File: src/common/cmp_pkg.sv
// constants and types shared by the dual comparator monitor
// assumes a single 50 MHz system clock and an 8-bit register port
package cmp_pkg;
    localparam int ADDR_W = 10;
    localparam int DATA_W = 8;
    localparam int CHANNELS = 2;

    // register offsets
    localparam logic [9:0] OFF_CTRL = 10'h1f8;
    localparam logic [9:0] OFF_INEN = 10'h1fa;
    localparam logic [9:0] OFF_FSEL = 10'h1fc;
    localparam logic [9:0] OFF_STAT = 10'h1f0;
    localparam logic [9:0] OFF_MASK = 10'h1f1;

    // comparator_control fields
    localparam int CTRL_EN1 = 0;
    localparam int CTRL_RES1 = 3;
    localparam int CTRL_EN3 = 4;
    localparam int CTRL_RES3 = 7;

    // input_enable_control fields
    localparam int INEN_IRQ1 = 2;
    localparam int INEN_EDGE1 = 3;
    localparam int INEN_IRQ3 = 6;
    localparam int INEN_EDGE3 = 7;

    // filter_select fields, low bit of each pair
    localparam int FSEL_CH1 = 2;
    localparam int FSEL_CH3 = 6;

    // reset values
    localparam logic [7:0] RST_REG8 = 8'h00;
    localparam logic [1:0] RST_CH = 2'h0;
    localparam logic [4:0] RST_PRESCALE = 5'h00;

    // sampling prescaler
    localparam logic [2:0] DIV8_LAST = 3'h7;
    localparam logic [4:0] DIV32_LAST = 5'h1f;

    // consecutive equal samples the filter needs
    localparam int FILTER_SAMPLES = 3;

    typedef enum logic [1:0] {
        FILT_NONE = 2'b00,
        FILT_F1 = 2'b01,
        FILT_F8 = 2'b10,
        FILT_F32 = 2'b11
    } filt_sel_t;

    typedef struct packed {
        logic enable;
        logic irq_en;
        logic edge_both;
        filt_sel_t filt;
    } chan_cfg_t;

    typedef struct packed {
        logic f1;
        logic f8;
        logic f32;
    } ticks_t;

    // pick the sample strobe that a filter setting asks for
    function automatic logic sample_tick(input filt_sel_t sel,
                                         input ticks_t t);
        logic r;
        r = 1'b0;
        unique case (sel)
            FILT_NONE: r = 1'b0;
            FILT_F1: r = t.f1;
            FILT_F8: r = t.f8;
            FILT_F32: r = t.f32;
        endcase
        return r;
    endfunction : sample_tick
endpackage : cmp_pkg

File: src/rtl/cmp_filter.sv
// one comparator channel: synchroniser, digital filter, result flag
// assumes the raw comparator output is asynchronous to clk_i
`timescale 1ns/1ns
module cmp_filter (
    input wire logic clk_i,
    input wire logic rstn_i,
    input wire logic raw_i,
    input cmp_pkg::chan_cfg_t cfg_i,
    input cmp_pkg::ticks_t ticks_i,
    output logic result_o
);
    logic sync_a;
    logic sync_b;
    logic [cmp_pkg::FILTER_SAMPLES-1:0] hist;
    logic [cmp_pkg::FILTER_SAMPLES-1:0] next_hist;
    logic next_result;
    wire sample = cmp_pkg::sample_tick(cfg_i.filt, ticks_i);
    wire all_one = &next_hist;
    wire all_zero = ~|next_hist;
    wire level = sync_b;

    // two flops before anything reads the comparator
    always_ff @(posedge clk_i or negedge rstn_i) begin
        if (!rstn_i) begin
            sync_a <= 1'b0;
            sync_b <= 1'b0;
        end else begin
            sync_a <= raw_i;
            sync_b <= sync_a;
        end
    end

    assign next_hist = {hist[cmp_pkg::FILTER_SAMPLES-2:0], level};

    always_comb begin
        next_result = result_o;
        if (!cfg_i.enable) begin
            next_result = 1'b0;
        end else if (cfg_i.filt == cmp_pkg::FILT_NONE) begin
            next_result = level;
        end else if (sample && all_one) begin
            next_result = 1'b1;
        end else if (sample && all_zero) begin
            next_result = 1'b0;
        end
    end

    always_ff @(posedge clk_i or negedge rstn_i) begin
        if (!rstn_i) begin
            hist <= '0;
            result_o <= 1'b0;
        end else begin
            if (!cfg_i.enable) begin
                hist <= '0;
            end else if (sample) begin
                hist <= next_hist;
            end
            result_o <= next_result;
        end
    end
endmodule : cmp_filter

File: src/rtl/dual_comparator_monitor.sv
// two comparator channels: enables, result flags, filters, interrupt
// assumes the analog cores sit outside and hand in raw async outputs
`timescale 1ns/1ns
module dual_comparator_monitor (
    input wire logic clk_i,
    input wire logic rstn_i,
    input wire logic [9:0] addr_i,
    input wire logic [7:0] wdata_i,
    input wire logic wr_i,
    input wire logic rd_i,
    input wire logic [1:0] cmp_raw_i,
    output logic [7:0] rdata_o,
    output logic [1:0] cmp_enable_o,
    output logic irq_o
);
    // software visible state
    logic [1:0] chan_enable;
    logic [1:0] irq_enable;
    logic [1:0] edge_both;
    logic [1:0] filt1;
    logic [1:0] filt3;
    logic [1:0] irq_status;
    logic [1:0] irq_mask;

    // internal state
    logic [4:0] prescale;
    logic [1:0] result;
    logic [1:0] result_prev;

    // next values
    logic [1:0] next_status;
    logic [7:0] next_rdata;

    // address decode
    wire hit_ctrl = (addr_i == cmp_pkg::OFF_CTRL);
    wire hit_inen = (addr_i == cmp_pkg::OFF_INEN);
    wire hit_fsel = (addr_i == cmp_pkg::OFF_FSEL);
    wire hit_stat = (addr_i == cmp_pkg::OFF_STAT);
    wire hit_mask = (addr_i == cmp_pkg::OFF_MASK);

    wire wr_ctrl = wr_i && hit_ctrl;
    wire wr_inen = wr_i && hit_inen;
    wire wr_fsel = wr_i && hit_fsel;
    wire wr_mask = wr_i && hit_mask;
    wire rd_stat = rd_i && hit_stat;

    // sample strobes shared by both filters
    cmp_pkg::ticks_t ticks;
    assign ticks.f1 = 1'b1;
    assign ticks.f8 = (prescale[2:0] == cmp_pkg::DIV8_LAST);
    assign ticks.f32 = (prescale == cmp_pkg::DIV32_LAST);

    // per-channel configuration bundles
    cmp_pkg::chan_cfg_t cfg [cmp_pkg::CHANNELS];
    assign cfg[0].enable = chan_enable[0];
    assign cfg[0].irq_en = irq_enable[0];
    assign cfg[0].edge_both = edge_both[0];
    assign cfg[0].filt = cmp_pkg::filt_sel_t'(filt1);
    assign cfg[1].enable = chan_enable[1];
    assign cfg[1].irq_en = irq_enable[1];
    assign cfg[1].edge_both = edge_both[1];
    assign cfg[1].filt = cmp_pkg::filt_sel_t'(filt3);

    // edge events per channel
    wire [1:0] rise = result & ~result_prev;
    wire [1:0] fall = ~result & result_prev;
    // one-edge mode requests on the rising edge only
    wire [1:0] event_hit = irq_enable & (rise | (edge_both & fall));

    genvar ch;
    generate
        for (ch = 0; ch < cmp_pkg::CHANNELS; ch++) begin : g_chan
            // each channel's core sees only its own raw comparator bit
            cmp_filter u_filter (
                .clk_i(clk_i),
                .rstn_i(rstn_i),
                .raw_i(cmp_raw_i[ch]),
                .cfg_i(cfg[ch]),
                .ticks_i(ticks),
                .result_o(result[ch])
            );
        end
    endgenerate

    // set wins over the clear-on-read
    assign next_status = (irq_status & ~{2{rd_stat}}) | event_hit;

    // read mux
    // flag reads 0 from the edge the enable drops, not one cycle later
    wire [7:0] rd_ctrl_val = {
        result[1] & chan_enable[1],
        2'b00,
        chan_enable[1],
        result[0] & chan_enable[0],
        2'b00,
        chan_enable[0]
    };
    wire [7:0] rd_inen_val = {
        edge_both[1],
        irq_enable[1],
        2'b00,
        edge_both[0],
        irq_enable[0],
        2'b00
    };
    wire [7:0] rd_fsel_val = {filt3, 2'b00, filt1, 2'b00};
    wire [7:0] rd_stat_val = {6'h00, irq_status};
    wire [7:0] rd_mask_val = {6'h00, irq_mask};

    always_comb begin
        next_rdata = 8'h00;
        if (hit_ctrl) begin
            next_rdata = rd_ctrl_val;
        end else if (hit_inen) begin
            next_rdata = rd_inen_val;
        end else if (hit_fsel) begin
            next_rdata = rd_fsel_val;
        end else if (hit_stat) begin
            next_rdata = rd_stat_val;
        end else if (hit_mask) begin
            next_rdata = rd_mask_val;
        end
    end

    // channel enables
    always_ff @(posedge clk_i or negedge rstn_i) begin
        if (!rstn_i) begin
            chan_enable <= cmp_pkg::RST_CH;
        end else if (wr_ctrl) begin
            chan_enable[0] <= wdata_i[cmp_pkg::CTRL_EN1];
            chan_enable[1] <= wdata_i[cmp_pkg::CTRL_EN3];
        end
    end

    // request enable and edge select
    always_ff @(posedge clk_i or negedge rstn_i) begin
        if (!rstn_i) begin
            irq_enable <= cmp_pkg::RST_CH;
            edge_both <= cmp_pkg::RST_CH;
        end else if (wr_inen) begin
            irq_enable[0] <= wdata_i[cmp_pkg::INEN_IRQ1];
            edge_both[0] <= wdata_i[cmp_pkg::INEN_EDGE1];
            irq_enable[1] <= wdata_i[cmp_pkg::INEN_IRQ3];
            edge_both[1] <= wdata_i[cmp_pkg::INEN_EDGE3];
        end
    end

    // filter select per channel
    always_ff @(posedge clk_i or negedge rstn_i) begin
        if (!rstn_i) begin
            filt1 <= cmp_pkg::RST_CH;
            filt3 <= cmp_pkg::RST_CH;
        end else if (wr_fsel) begin
            filt1 <= wdata_i[cmp_pkg::FSEL_CH1 +: 2];
            filt3 <= wdata_i[cmp_pkg::FSEL_CH3 +: 2];
        end
    end

    // mask register
    always_ff @(posedge clk_i or negedge rstn_i) begin
        if (!rstn_i) begin
            irq_mask <= cmp_pkg::RST_CH;
        end else if (wr_mask) begin
            irq_mask <= wdata_i[1:0];
        end
    end

    // sticky status and edge history
    always_ff @(posedge clk_i or negedge rstn_i) begin
        if (!rstn_i) begin
            irq_status <= cmp_pkg::RST_CH;
            result_prev <= cmp_pkg::RST_CH;
        end else begin
            irq_status <= next_status;
            result_prev <= result;
        end
    end

    // free-running divider; filters tolerate its phase at enable
    always_ff @(posedge clk_i or negedge rstn_i) begin
        if (!rstn_i) begin
            prescale <= cmp_pkg::RST_PRESCALE;
        end else begin
            prescale <= 5'(prescale + 5'h01);
        end
    end

    // all outputs straight from flops
    always_ff @(posedge clk_i or negedge rstn_i) begin
        if (!rstn_i) begin
            rdata_o <= cmp_pkg::RST_REG8;
            cmp_enable_o <= cmp_pkg::RST_CH;
            irq_o <= 1'b0;
        end else begin
            rdata_o <= rd_i ? next_rdata : cmp_pkg::RST_REG8;
            cmp_enable_o <= chan_enable;
            irq_o <= |(next_status & irq_mask);
        end
    end
endmodule : dual_comparator_monitor

File: config.mk
export PLATFORM = sky130hd
export DESIGN_NAME = dual_comparator_monitor
export DESIGN_NICKNAME = d
export VERILOG_FILES = /design/src/common/cmp_pkg.sv /design/src/rtl/cmp_filter.sv /design/src/rtl/dual_comparator_monitor.sv
export SDC_FILE = /design/constraint.sdc
export NUM_CORES = 1
export LEC_CHECK = 0
export ABC_AREA = 1
export BUFFER_PORTS_ARGS = -buffer_cell sky130_fd_sc_hd__buf_2
export CAP_MARGIN = 20
export CORE_AREA = 2 2 65 67
export DETAILED_ROUTE_END_ITERATION = 8
export DIE_AREA = 0 0 67 69
export PLACE_DENSITY = 0.72
export SYNTH_ARGS = -nofsm -noshare
export SYNTH_HDL_FRONTEND = slang
export SYNTH_SLANG_ARGS = --single-unit
File: constraint.sdc
create_clock -name clk_i -period 2.8 [get_ports clk_i]
set_clock_uncertainty 0.1 [all_clocks]
set_input_delay 0.56 -clock clk_i [delete_from_list [all_inputs] [get_ports clk_i]]
set_output_delay 0.56 -clock clk_i [all_outputs]
set_load 0.005 [all_outputs]
---- After elaboration in Yosys (flattened, before gate mapping) ----
Index checks and enable logic that the tools add are counted.
operators by class
  add/subtract/negate cells ............... 1
  $mul .................................... 0
  div/mod/pow operators ................... 0
  $lt $le $gt $ge ......................... 0
  equal/unequal tests ..................... 17
  shifts and indexed selects .............. 0
  multiplexer cells ....................... 20
  bitwise logic cells ..................... 13
  reduce and logical (&&, ||, !) cells .... 18
operator list
  operator                                                                 number
  10-bit by 9-bit equality test with 1-bit output, second input constant   5
  8-bit 2-to-1 mux                                                         4
  2-bit bitwise AND                                                        6
  2-bit 2-to-1 mux                                                         6
  1-bit logical AND                                                        9
  2-bit equality test, second input constant                               4
  1-bit 2-to-1 mux                                                         8
  4-bit by 1-bit inequality test with 1-bit output, second input constant  2
  1-bit case mux with 4 select lines                                       2
  2-bit inverter                                                           3
  3-bit AND reduction                                                      2
  3-bit OR reduction                                                       2
  5-bit by 1-bit adder with 5-bit output, second input constant            1
  5-bit equality test, second input constant                               1
  2-bit by 1-bit equality test with 1-bit output, second input constant    2
  2-bit zero test                                                          2
  2-bit by 1-bit inequality test with 1-bit output, second input constant  2
  2-bit OR                                                                 2
  3-bit equality test, second input constant                               1
  1-bit bitwise AND                                                        2
  1-bit zero test                                                          2
  2-bit OR reduction                                                       1
word-level totals
  flip-flop bits (word level) ............. 42
  bits in latches ......................... 0
  memory bits (writable) .................. 0
  ROM bits ................................ 0
  input port bits ......................... 24
  output and inout port bits .............. 11
  word-level logic and storage cells ...... 89
  memories ................................ 0

---- Longest topological paths before layout ----
Gate-level depths: netlist of the first run.
  depth in word-level cells ............... 8
  mapped depth ............................ 11
  mapped depth without buffers ............ 11

---- Hierarchy ----
From an unflattened synthesis of the first run, not the netlist that was laid out.
second synthesis, totals
  cell total of the unflattened synthesis .. 240
  area total of the unflattened synthesis .. 2009.4 um^2
modules (own cells, without submodules)
  module                   instances  cells each  area an instance (um^2)  seq. area each (um^2)
  dual_comparator_monitor  1          168         1473.9                   775.7
  cmp_filter               2          36          267.8                    125.1

---- Worst setup path after synthesis of the first run ----
Ideal clock, no wire load.
  path type ............................... flip-flop to flip-flop
  start point ............................. reg prescale[0]
  end point ............................... reg g_chan[1].u_filter.result_o
  library setup time ...................... 126 ps
  arrival time ............................ 1311 ps
  setup slack ............................. 1263 ps
  cell stages (with the launch flop) ...... 11
  buffers on the path ..................... 0
  period minus slack after synthesis ...... 1537 ps
  path through ............................ dfrtp_1 ha_1 nand2_1 nor2_1 ha_1 inv_1 nand3_1 nand2_1 nor2_1 o21ai_0 a21oi_1
between the ends
  word-level cells in the longest chain between the ends .. 6
  elaborated cells between the ends (all ways) .. 9
  classes of those cells .................. 3 x eq/ne; 4 x mux; 2 x reduce/logical
ends and longest elaborated chain
  item                                                               RTL line                                                      text
  start, declared                                                    dual_comparator_monitor.sv:26                                 logic [4:0] prescale;
  start signal, assigned                                             dual_comparator_monitor.sv:182                                prescale <= cmp_pkg::RST_PRESCALE;
  start signal, assigned                                             dual_comparator_monitor.sv:184                                prescale <= 5'(prescale + 5'h01);
  5-bit equality test / 3-bit equality test (equally long branches)  dual_comparator_monitor.sv:51, dual_comparator_monitor.sv:50
  1-bit case mux with 4 select lines *                               cmp_pkg.sv:68                                                 unique case (sel)
  1-bit logical AND                                                  cmp_filter.sv:41                                              end else if (sample && all_one) begin
  1-bit 2-to-1 mux                                                   cmp_filter.sv:41
  1-bit 2-to-1 mux                                                   cmp_filter.sv:39                                              end else if (cfg_i.filt == cmp_pkg::FILT_NONE) begin
  1-bit 2-to-1 mux                                                   cmp_filter.sv:37                                              if (!cfg_i.enable) begin
  end signal, assigned                                               cmp_filter.sv:58                                              result_o <= next_result;
  end, declared                                                      cmp_filter.sv:10                                              output logic result_o
Every way passes the cells marked *; elsewhere a longest branch is shown, timed or not.
A chain may end at the register's enable or synchronous reset.

---- Worst setup path after layout of the first run ----
Ends and elaborated chain as after synthesis.

==> run metrics, run 1 <==
Worst R2R Setup Slack 1.13 ns; wirelength, routed 3460 µm; Sw Share 24.7%; Async S/R FF share, synth 100%; setup TNS 0 ns; hold_sp g_chan[0].u_filter.sync_a; worst hold path type flop to flop; WS Path Type flop to flop; cell family with most CP delay flip-flops; hold buffer count at CTS 0; worst-path maximum fanout 5; status finished clean; Fillers 393; Final period util 59.8%; Power Total 0.00107 W; placed cell count 311; Critical Path Max Stage Delay 0.40 ns; port bufs 32; syn_area_per_cell 8.34 µm²; number of global-route vias before repair 1401; Yosys reg bits 41; Worst-Skew Late Latency 0.29 ns; Post-CTS Resized 0; CP arrival 1.75 ns; H-tree Lvls 2; initial antenna violation count 0; top cell type's share of synthesized area 53.2%; Gate power share 7.2%; Clock Power Share 34.9%; startpoint types flop; sequential share of the synthesized area 53.2%; nets 295; count of cell types in the netlist 26; gr usage total 16.5%; first-pass GRT wire length 5800 µm; critical-path cell list ha_1, nand2_1, nor2_1, ha_1, inv_1, nand3_1, nand2_1, nor2_1, o21ai_0, a21oi_1; r2r endpoint g_chan[1].u_filter.result_o; Root Buffer clkbuf_8; RSZ-0062 raised after global routing false; 1st-pass router iterations 4; worst path bufs/invs 1; FF-to-FF path depth 10; CTS tree yes; synth cell count leaders 77 x nand2_1, 41 x dfrtp_1, 29 x inv_1, 19 x nor2_1, 15 x nand3_1; CTS Buf Count 5; Hold Path Stages 0; Synth Flop Type dfrtp_1; syn_nets 258; crit path capture type flop; clk buf depth 2; ranking of synthesized cells by area dfrtp_1 53%, nand2_1 15%, inv_1 5.6%; n_diodes 0; Remaining DRCs 0; cell row count 23; Gate Count Post-Synth 231; fin. max-slew vios 0; Synth area leader dfrtp_1; achievable frequency 597 MHz; WP data required 2.88 ns; Syn-to-layout area delta 15.1%; Setup Viol. Count Final 0; postcts setup bufs 0; Netlist Area Pre-Place 1930 µm²; Psw 0.000265 W; I/O pins 35; Die Area 4620 µm²; Slew @ Worst Pin 0.879 ns; drt initial violations 48; Die Y 69 µm; Initial Utilization 49.2%; count leader, synth nand2_1; YS warnings 0; DR vias/cell 4.76; Core Region 3910 µm²; CP max-delay cell dfrtp_1; Clock Pin Slew Worst Setup and Hold Paths 0.08 ns; number of synthesized flops with an enable pin 0; Final Instance Count excl. Fillers 319; Pint 0.000808 W; clk sinks 41; sequential power share 57.9%; hold_ws 0.255 ns; via count 1519; Hold Path Sink g_chan[0].u_filter.level; minimum clock period 1.67 ns; layout cell share with drive strength beyond 1 19.3%; global route overflow 0; Die Wd 67 µm; Final Hold Fails 0; leakage 1.20 nW; final estimated routing congestion in global placement 0.765; Final ANT Viol Nets 0; number of max-cap violations 0; largest net degree at the start of global routing 42; PD cells 484 nW/µm²; slew margin rel. 41.4%; worst ir drop on vdd 0.000338 V; Final HPWL DP 2640 µm; routed len/inst 10.8 µm; RR Startpoint prescale[0]
==> kinds of logic (layout without fill, tap and decap cells) <==
kind of cell	Yosys count	in the layout	share of synthesized area, %
simple gates	129	129	30.8
fa+ha+maj	3	3	1.95
xor+xnor	1	1	0.455
other cells	1	1	0.195
buf+inv	33	71	7.01
compound gates	23	23	6.36
flops	41	41	53.2
==> metrics by stage <==
step | util, % | setup slack [ns] | area, µm²
final | 56.6 | 1.13 | 2220
after global routing | 56.6 | 1.00 | 2220
after CTS | 56.6 | 1.11 | 2220
after detailed placement | 54.4 | 0.988 | 2130
after global placement | 54.4 | 0.984 | 2130
after floorplan | - | 1.26 | 1930
==> worst max path at each step <==
stage                      from                           to  slack [ns]  cells past startpoint
finish              prescale[0]  g_chan[1].u_filter.result_o        1.13                     10
detailed placement    addr_i[5]                   rdata_o[7]        0.99                      8
CTS                 prescale[0]  g_chan[1].u_filter.result_o        1.11                     10
global placement      addr_i[5]                   rdata_o[7]        0.98                      8
global route        prescale[0]  g_chan[1].u_filter.result_o        1.00                     10
floorplan           prescale[0]  g_chan[1].u_filter.result_o        1.26                     10
==> per-layer routing <==
| layer | wire (µm) | vias to the layer above | GRT usage (%) |
|---|---|---|---|
| met2 | 1660 | 24 | 27.0 |
| met4 | 46 | 0 | 4.76 |
| met3 | 148 | 6 | 5.38 |
| met1 | 1600 | 692 | 20.5 |
| met5 | 0 | - | 0 |
| li1 | - | 797 | - |
==> state kept, by name (all words and copies together), names as in the netlist <==
signal and flops:
g_chan.u_filter.result_o 2, g_chan.u_filter.hist 4, g_chan.u_filter.level 2, irq_o 1, prescale 5, result_prev 2, filt1 2, rdata_o 7
irq_mask 2, irq_status 2, irq_enable 2, filt3 2, edge_both 2, g_chan.u_filter.sync_a 2, cmp_enable_o 2, chan_enable 2
==> cell usage in the layout, fill, tap and decap left out, types with 2 or more instances in the layout <==
cell type / count
nand2_1: 77
a21oi_1: 5
nand2_2: 2
nand3_1: 15
nand3_2: 3
nand4_1: 6
o21ai_0: 10
buf_2: 32
dfrtp_1: 41
ha_1: 3
inv_1: 29
clkinv_2: 2
nor2_4: 2
a21boi_0: 2
nor2_1: 19
clkbuf_8: 5
o21ai_1: 5
==> worst register-to-register path, stage by stage, from the launching register on <==
cell	delay (ns)
dfrtp_1	0.40
ha_1	0.22
nand2_1	0.06
nor2_1	0.04
ha_1	0.17
inv_1	0.08
nand3_1	0.09
nand2_1	0.14
nor2_1	0.05
o21ai_0	0.14
a21oi_1	0.08
==> power groups by stage <==
| stage | sequential [W] | clock (W) | combinational (W) |
|---|---|---|---|
| 3_5_place_dp | 0.000632 | 0 | 0.0000787 |
| 3_3_place_gp | 0.000632 | 0 | 0.0000780 |
| 4_1_cts | 0.000621 | 0.000385 | 0.0000789 |
| 5_1_grt | 0.000623 | 0.000418 | 0.0000894 |
| 2_1_floorplan | 0.000630 | 0 | 0.0000424 |
| 6_report | 0.000621 | 0.000375 | 0.0000770 |
==> area by class of cell <==
cell class | instances | area [µm²] | share of cell area (%)
inverters | 31 | 116 | 5.25
clock inverters | 3 | 17.5 | 0.790
multi-input cells | 157 | 766 | 34.5
flip-flops and latches | 41 | 1030 | 46.3
clock buffers | 5 | 68.8 | 3.10
well taps | 50 | 62.6 | 2.82
repair buffers | 32 | 160 | 7.22
Power figures use the tool's default switching activity.
==> run 2: changes to the inputs <==
clock period = 1.7 ns   (was 2.8 ns; I/O delays follow)
==> run 2 against run 1 <==
The flow now finishes with violations (hold timing); clock power up 150%; final cell count up 1.9%; combinational power is 74% higher; wire length up 3.6%; sequential share of layout area fell by 2.0 points; count of clock-buffer cells in the layout unchanged; utilization is 2.6 points higher; cell area up 4.6%; total power increased by 94%; global-route usage rose by 1.8 points; largest cell class unchanged; largest power group unchanged.
==> run metrics, run 2 (synthesized netlist as in run 1, its figures left out) <==
initial antenna violation count 0 (unchanged); CP arrival 1.71 ns (was 1.75 ns); Largest regs rdata_o: 7 flops, prescale: 5 flops, g_chan.u_filter.hist: 4 flops (unchanged); Core Region 3910 µm² (unchanged); cell row count 23 (unchanged); 1st-pass router iterations 4 (unchanged); clk buf depth 2 (unchanged); gr usage total 18.3% (was 16.5%); pre-CTS WS 0.0658 ns (was 0.988 ns); WP data required 1.82 ns (was 2.88 ns); clk sinks 41 (unchanged); worst ir drop on vdd 0.000615 V (was 0.000338 V); Sw Share 21.3% (was 24.7%); worst hold path type input port to asynchronous set/reset pin (was flop to flop); largest net degree at the start of global routing 42 (unchanged); nets 301 (was 295); RR Startpoint prescale[0] (unchanged); commonest cells after routing, fill and taps aside 76 x nand2_1, 41 x dfrtp_1, 32 x buf_2 (was 77 x nand2_1, 41 x dfrtp_1, 32 x buf_2); Worst-Skew Late Latency 0.30 ns (was 0.29 ns); achievable frequency 629 MHz (was 597 MHz); most common cell after layout, fill and taps aside nand2_1 (unchanged); Clock Pin Slew Worst Setup and Hold Paths 0.08 ns (about the same); Initial Utilization 49.2% (unchanged); Final HPWL DP 2720 µm (was 2640 µm); layout cell share with drive strength beyond 1 22.2% (was 19.3%); Placed Area 2160 µm² (was 2130 µm²); CTS Buf Count 5 (unchanged); Largest register FFs 7 (unchanged); Fillers 386 (was 393); Critical Path Max Stage Delay 0.41 ns (was 0.40 ns); Pint 0.00164 W (was 0.000808 W); Clock Power Share 44.4% (was 34.9%); Die Wd 67 µm (unchanged); Root Buffer clkbuf_8 (unchanged); via count 1577 (was 1519); hold_ws -0.0137 ns (was 0.255 ns); I/O pins 35 (unchanged); r2r endpoint g_chan[0].u_filter.result_o (was g_chan[1].u_filter.result_o); global route overflow 0 (unchanged); DR vias/cell 4.85 (was 4.76); Worst R2R Setup Slack 0.11 ns (was 1.13 ns); Gate power share 6.4% (was 7.2%); Syn-to-layout area delta 20.4% (was 15.1%); Final ANT Viol Nets 0 (unchanged); CP max-delay cell dfrtp_1 (unchanged); Die Y 69 µm (unchanged); number of global-route vias before repair 1505 (was 1401); routed len/inst 11.0 µm (was 10.8 µm); fin. max-slew vios 0 (unchanged); Power Total 0.00208 W (was 0.00107 W); drt initial violations 94 (was 48); PD cells 896 nW/µm² (was 484 nW/µm²); WS Path Type flop to flop (unchanged); startpoint types flop (unchanged); FF-to-FF path depth 11 (was 10); Final period util 93.6% (was 59.8%); leakage 1.26 nW (was 1.20 nW); worst path bufs/invs 2 (was 1); wirelength, routed 3590 µm (was 3460 µm); port bufs 32 (unchanged); Worst Slack Setup Final 0.109 ns (was 1.13 ns); worst-path maximum fanout 4 (was 5); minimum clock period 1.59 ns (was 1.67 ns); number of max-cap violations 0 (unchanged); Remaining DRCs 0 (unchanged); Psw 0.000443 W (was 0.000265 W); cell family with most CP delay flip-flops (unchanged); final estimated routing congestion in global placement 0.761 (was 0.765); Final Hold Fails 18 (was 0); Die Area 4620 µm² (unchanged); crit path capture type flop (unchanged); CTS tree yes (unchanged); critical-path cell list ha_2, nand2_1, nor2_1, ha_1, inv_1, nand3_1, nand2_2, inv_1, nand3_1, nand2_1, a21oi_1 (was ha_1, nand2_1, nor2_1, ha_1, inv_1, nand3_1, nand2_1, nor2_1, o21ai_0, a21oi_1); Reg with most FFs rdata_o (unchanged); fin area 2320 µm² (was 2220 µm²); failing checks hold timing; Setup Viol. Count Final 0 (unchanged); status finished with violations (was finished clean); H-tree Lvls 2 (unchanged); sequential power share 49.2% (was 57.9%); first-pass GRT wire length 6280 µm (was 5800 µm); n_diodes 0 (unchanged)
[run 2: changes by cell type in the layout (fill, tap and decap cells not counted)]
cell	change
ha_2	+1
nand3_1	-1
o21ai_0	-3
o21ai_1	+3
ha_1	-1
nand2_1	-1
clkinv_2	-1
buf_4	+6
bufinv_16	+2
nand2_2	+1
nand3_2	+1
clkinvlp_4	-1
[run 2: worst max-delay path by stage]
stage / from / end / depth (start not counted)
after floorplan: prescale[0] / g_chan[1].u_filter.result_o / 10
after global placement: prescale[0] / g_chan[0].u_filter.hist[0] / 10
after detailed placement: prescale[0] / g_chan[1].u_filter.result_o / 10
after CTS: prescale[0] / g_chan[0].u_filter.hist[0] / 10
after global routing: prescale[0] / g_chan[0].u_filter.result_o / 11
final: prescale[0] / g_chan[0].u_filter.result_o / 11
[run 2: per-stage QoR]
step,cells,utilization [%],hold slack [ns],setup TNS (ns)
CTS,323,58.6,0.00494,0
detailed placement,315,55.2,0.240,0
global route,325,59.3,0.0222,-0.00416
finish,325,59.3,-0.0137,0
floorplan,231,-,-0.0556,0
global placement,315,55.2,0.232,0
[run 2: metal layers]
metal  track usage (%)  part of all wire [%]  up-vias  routed length [µm]
met3              6.36                   5.0       11                 180
li1                  -                     -      816                   -
met5                 0                     0        -                   0
met4              8.39                   2.9        0                 105
met2              28.9                    49       32                1760
met1              22.0                    43      718                1540
[run 2: worst register-to-register path, stage by stage (launching register included)]
cell and delay, ns:
dfrtp_1 0.41, ha_2 0.19, nand2_1 0.05, nor2_1 0.04, ha_1 0.16, inv_1 0.09, nand3_1 0.09, nand2_2 0.09
inv_1 0.07, nand3_1 0.06, nand2_1 0.05, a21oi_1 0.12
[run 2: area by class of cell]
type	instances	area (µm²)	share of cell area, %
sequential	41	1030	44.2
clock inverter	3	65.1	2.80
multi-input combinational	157	776	33.4
inverter	31	116	5.02
timing repair buffer	38	205	8.85
tap	50	62.6	2.70
clock buffer	5	68.8	2.97
[run 2: power by group through the flow]
stage	Clock, W	Combinational [W]	Sequential, W
2_1_floorplan	0	0.0000698	0.00104
4_1_cts	0.000946	0.000137	0.00102
3_5_place_dp	0	0.000136	0.00104
3_3_place_gp	0	0.000134	0.00104
5_1_grt	0.000994	0.000156	0.00103
6_report	0.000922	0.000134	0.00102
[run 2: what timing repair did]
item	4_1_cts	5_1_grt
setup buffers	0	2
resized for setup	0	6
endpoints found under the setup margin	0	5
hold buffers	0	0
==> run 3: changes to the inputs <==
GPL_TIMING_DRIVEN = 0   (was unset)
SLEW_MARGIN = 20   (was unset)
clock period = 1.6 ns   (was 1.7 ns; I/O delays follow)
==> run 3 against run 2 <==
The flow now finishes without violations; wire length hardly changed; clock power is 17% lower; cell area is 0.75% lower; global-route usage is 1.1 points lower; fmax is 3.6% higher; utilization is 0.45 points lower; final cell count is 0.31% lower; highest routed layer unchanged.
==> run metrics, run 3 (synthesized netlist as in run 1, its figures left out) <==
initial antenna violation count 0 (unchanged); crit path capture type flop (unchanged); pre-CTS WS -0.0682 ns (was 0.0658 ns); gr usage total 17.2% (was 18.3%); Root Buffer clkbuf_8 (unchanged); Worst-Skew Late Latency 0.29 ns (was 0.30 ns); Clock Pin Slew Worst Setup and Hold Paths 0.08 ns (about the same); 1st-pass router iterations 4 (unchanged); DR vias/cell 4.73 (was 4.85); Final Hold Fails 0 (was 18); Final HPWL DP 2690 µm (was 2720 µm); WS Path Type flop to flop (unchanged); Placed Area 2150 µm² (was 2160 µm²); GRT busiest layer met2 (unchanged); CP max-delay cell dfrtp_1 (unchanged); PD cells 866 nW/µm² (was 896 nW/µm²); Die Wd 67 µm (unchanged); WP data required 1.69 ns (was 1.82 ns); nets 300 (was 301); hold buffer count at CTS 0 (unchanged); number of global-route vias before repair 1445 (was 1505); worst hold path type input port to flop (was input port to asynchronous set/reset pin); Critical Path Max Stage Delay 0.39 ns (was 0.41 ns); Setup Viol. Count Final 0 (unchanged); commonest cells after routing, fill and taps aside 75 x nand2_1, 41 x dfrtp_1, 32 x buf_2 (was 76 x nand2_1, 41 x dfrtp_1, 32 x buf_2); Final period util 96.0% (was 93.6%); first-pass GRT wire length 6060 µm (was 6280 µm); largest net degree at the start of global routing 42 (unchanged); CP arrival 1.63 ns (was 1.71 ns); setup TNS 0 ns (unchanged); worst ir drop on vdd 0.000535 V (was 0.000615 V); worst-path maximum fanout 3 (was 4); critical-path cell list ha_2, nand2_1, nor2_1, ha_1, inv_2, nand3_2, nand2_2, buf_4, nand2_1, nand2_1, nand2_1 (was ha_2, nand2_1, nor2_1, ha_1, inv_1, nand3_1, nand2_2, inv_1, nand3_1, nand2_1, a21oi_1); layout cell share with drive strength beyond 1 23.7% (was 22.2%); leakage 1.24 nW (was 1.26 nW); cell repeated most along the worst path nand2_1; status finished clean (was finished with violations); RSZ-0062 raised after global routing true; Largest register FFs 7 (unchanged); Core Region 3910 µm² (unchanged); wirelength, routed 3590 µm (about the same); Worst Slack Setup Final 0.0640 ns (was 0.109 ns); drt initial violations 59 (was 94); most common cell after layout, fill and taps aside nand2_1 (unchanged); Initial Utilization 49.2% (unchanged); Remaining DRCs 0 (unchanged); final estimated routing congestion in global placement 0.801 (was 0.761); I/O pins 35 (unchanged); Largest regs rdata_o: 7 flops, prescale: 5 flops, g_chan.u_filter.hist: 4 flops (unchanged); routing usage on met3 5.87% (was 6.36%); post-layout util 58.8% (was 59.3%); Reg with most FFs rdata_o (unchanged); clk buf depth 2 (unchanged); Hold Path Stages 1; fin area 2300 µm² (was 2320 µm²); routed len/inst 11.1 µm (was 11.0 µm); Final ANT Viol Nets 0 (unchanged); via count 1533 (was 1577); CTS tree yes (unchanged); CTS Buf Count 5 (unchanged); H-tree Lvls 2 (unchanged); minimum clock period 1.54 ns (was 1.59 ns); M1 GR Usage 20.5% (was 22.0%); clk sinks 41 (unchanged); Die Y 69 µm (unchanged); fin. max-slew vios 0 (unchanged); achievable frequency 651 MHz (was 629 MHz); FF-to-FF path depth 11 (unchanged); Slew @ Worst Pin 0.877 ns; Syn-to-layout area delta 19.5% (was 20.4%); n_diodes 0 (unchanged); startpoint types flop (unchanged); port bufs 32 (unchanged); slew margin rel. 41.5%; global route overflow 0 (unchanged); number of max-cap violations 0 (unchanged); grt met2 use 28.8% (was 28.9%); Die Area 4620 µm² (unchanged); cell row count 23 (unchanged)
run 3: final timing paths:
| check | from | to | slack, ns |
|---|---|---|---|
| worst min register to register | g_chan[1].u_filter.sync_a | g_chan[1].u_filter.level | 0.25 |
| worst max-delay path | prescale[0] | g_chan[0].u_filter.hist[1] | 0.06 |
| worst max register to register | prescale[0] | g_chan[0].u_filter.hist[1] | 0.06 |
| worst min-delay path | cmp_raw_i[0] | g_chan[0].u_filter.sync_a | 0.03 |
| max in group asynchronous | rstn_i | prescale[1] | 0.81 |
| min in group asynchronous | rstn_i | rdata_o[3] | 0.04 |
run 3: cell type report:
type / instances / area (µm²)
fill: 370 / 1610
sequential: 41 / 1030
multi-input combinational: 157 / 787
timing repair buffer: 35 / 186
inverter: 31 / 116
clock buffer: 7 / 96.3
tap: 50 / 62.6
buffer: 2 / 18.8
clock inverter: 1 / 8.76
run 3: per-stage QoR:
step                      hold WS [ns]  power, W  std cells
after floorplan                -0.0756   0.00118        231
after global placement           0.233   0.00125        313
after detailed placement         0.238   0.00125        313
after CTS                       0.0193   0.00201        323
after global routing           0.00525   0.00210        324
final                           0.0291   0.00199        324
run 3: critical path: cells and delay by family, from the launching register on:
kind	cells	cell delay (ns)
flops	1	0.39
simple gates	7	0.38
fa+ha+maj	2	0.37
buf+inv	2	0.19
run 3: what timing repair did:
| item | CTS | global route |
|---|---|---|
| pin swaps | 2 | 2 |
| setup endpoints to repair | 3 | 5 |
| buffers inserted | 2 | 1 |
| resized for setup | 4 | 8 |
run 3: metal layers:
layer  vias to the layer above  share of wire [%]
met5                         -                  0
met4                         0                1.1
met3                         5                5.2
met2                        31                 50
met1                       688                 44
li1                        809                  -
run 3: power by group:
part | total [W] | internal [W] | leakage [nW] | switching (W)
clock network | 0.000765 | 0.000398 | 0.0549 | 0.000366
logic | 0.000144 | 0.0000524 | 0.666 | 0.0000915
registers | 0.00109 | 0.00107 | 0.515 | 0.0000200
total | 0.00199 | 0.00152 | 1.24 | 0.000478
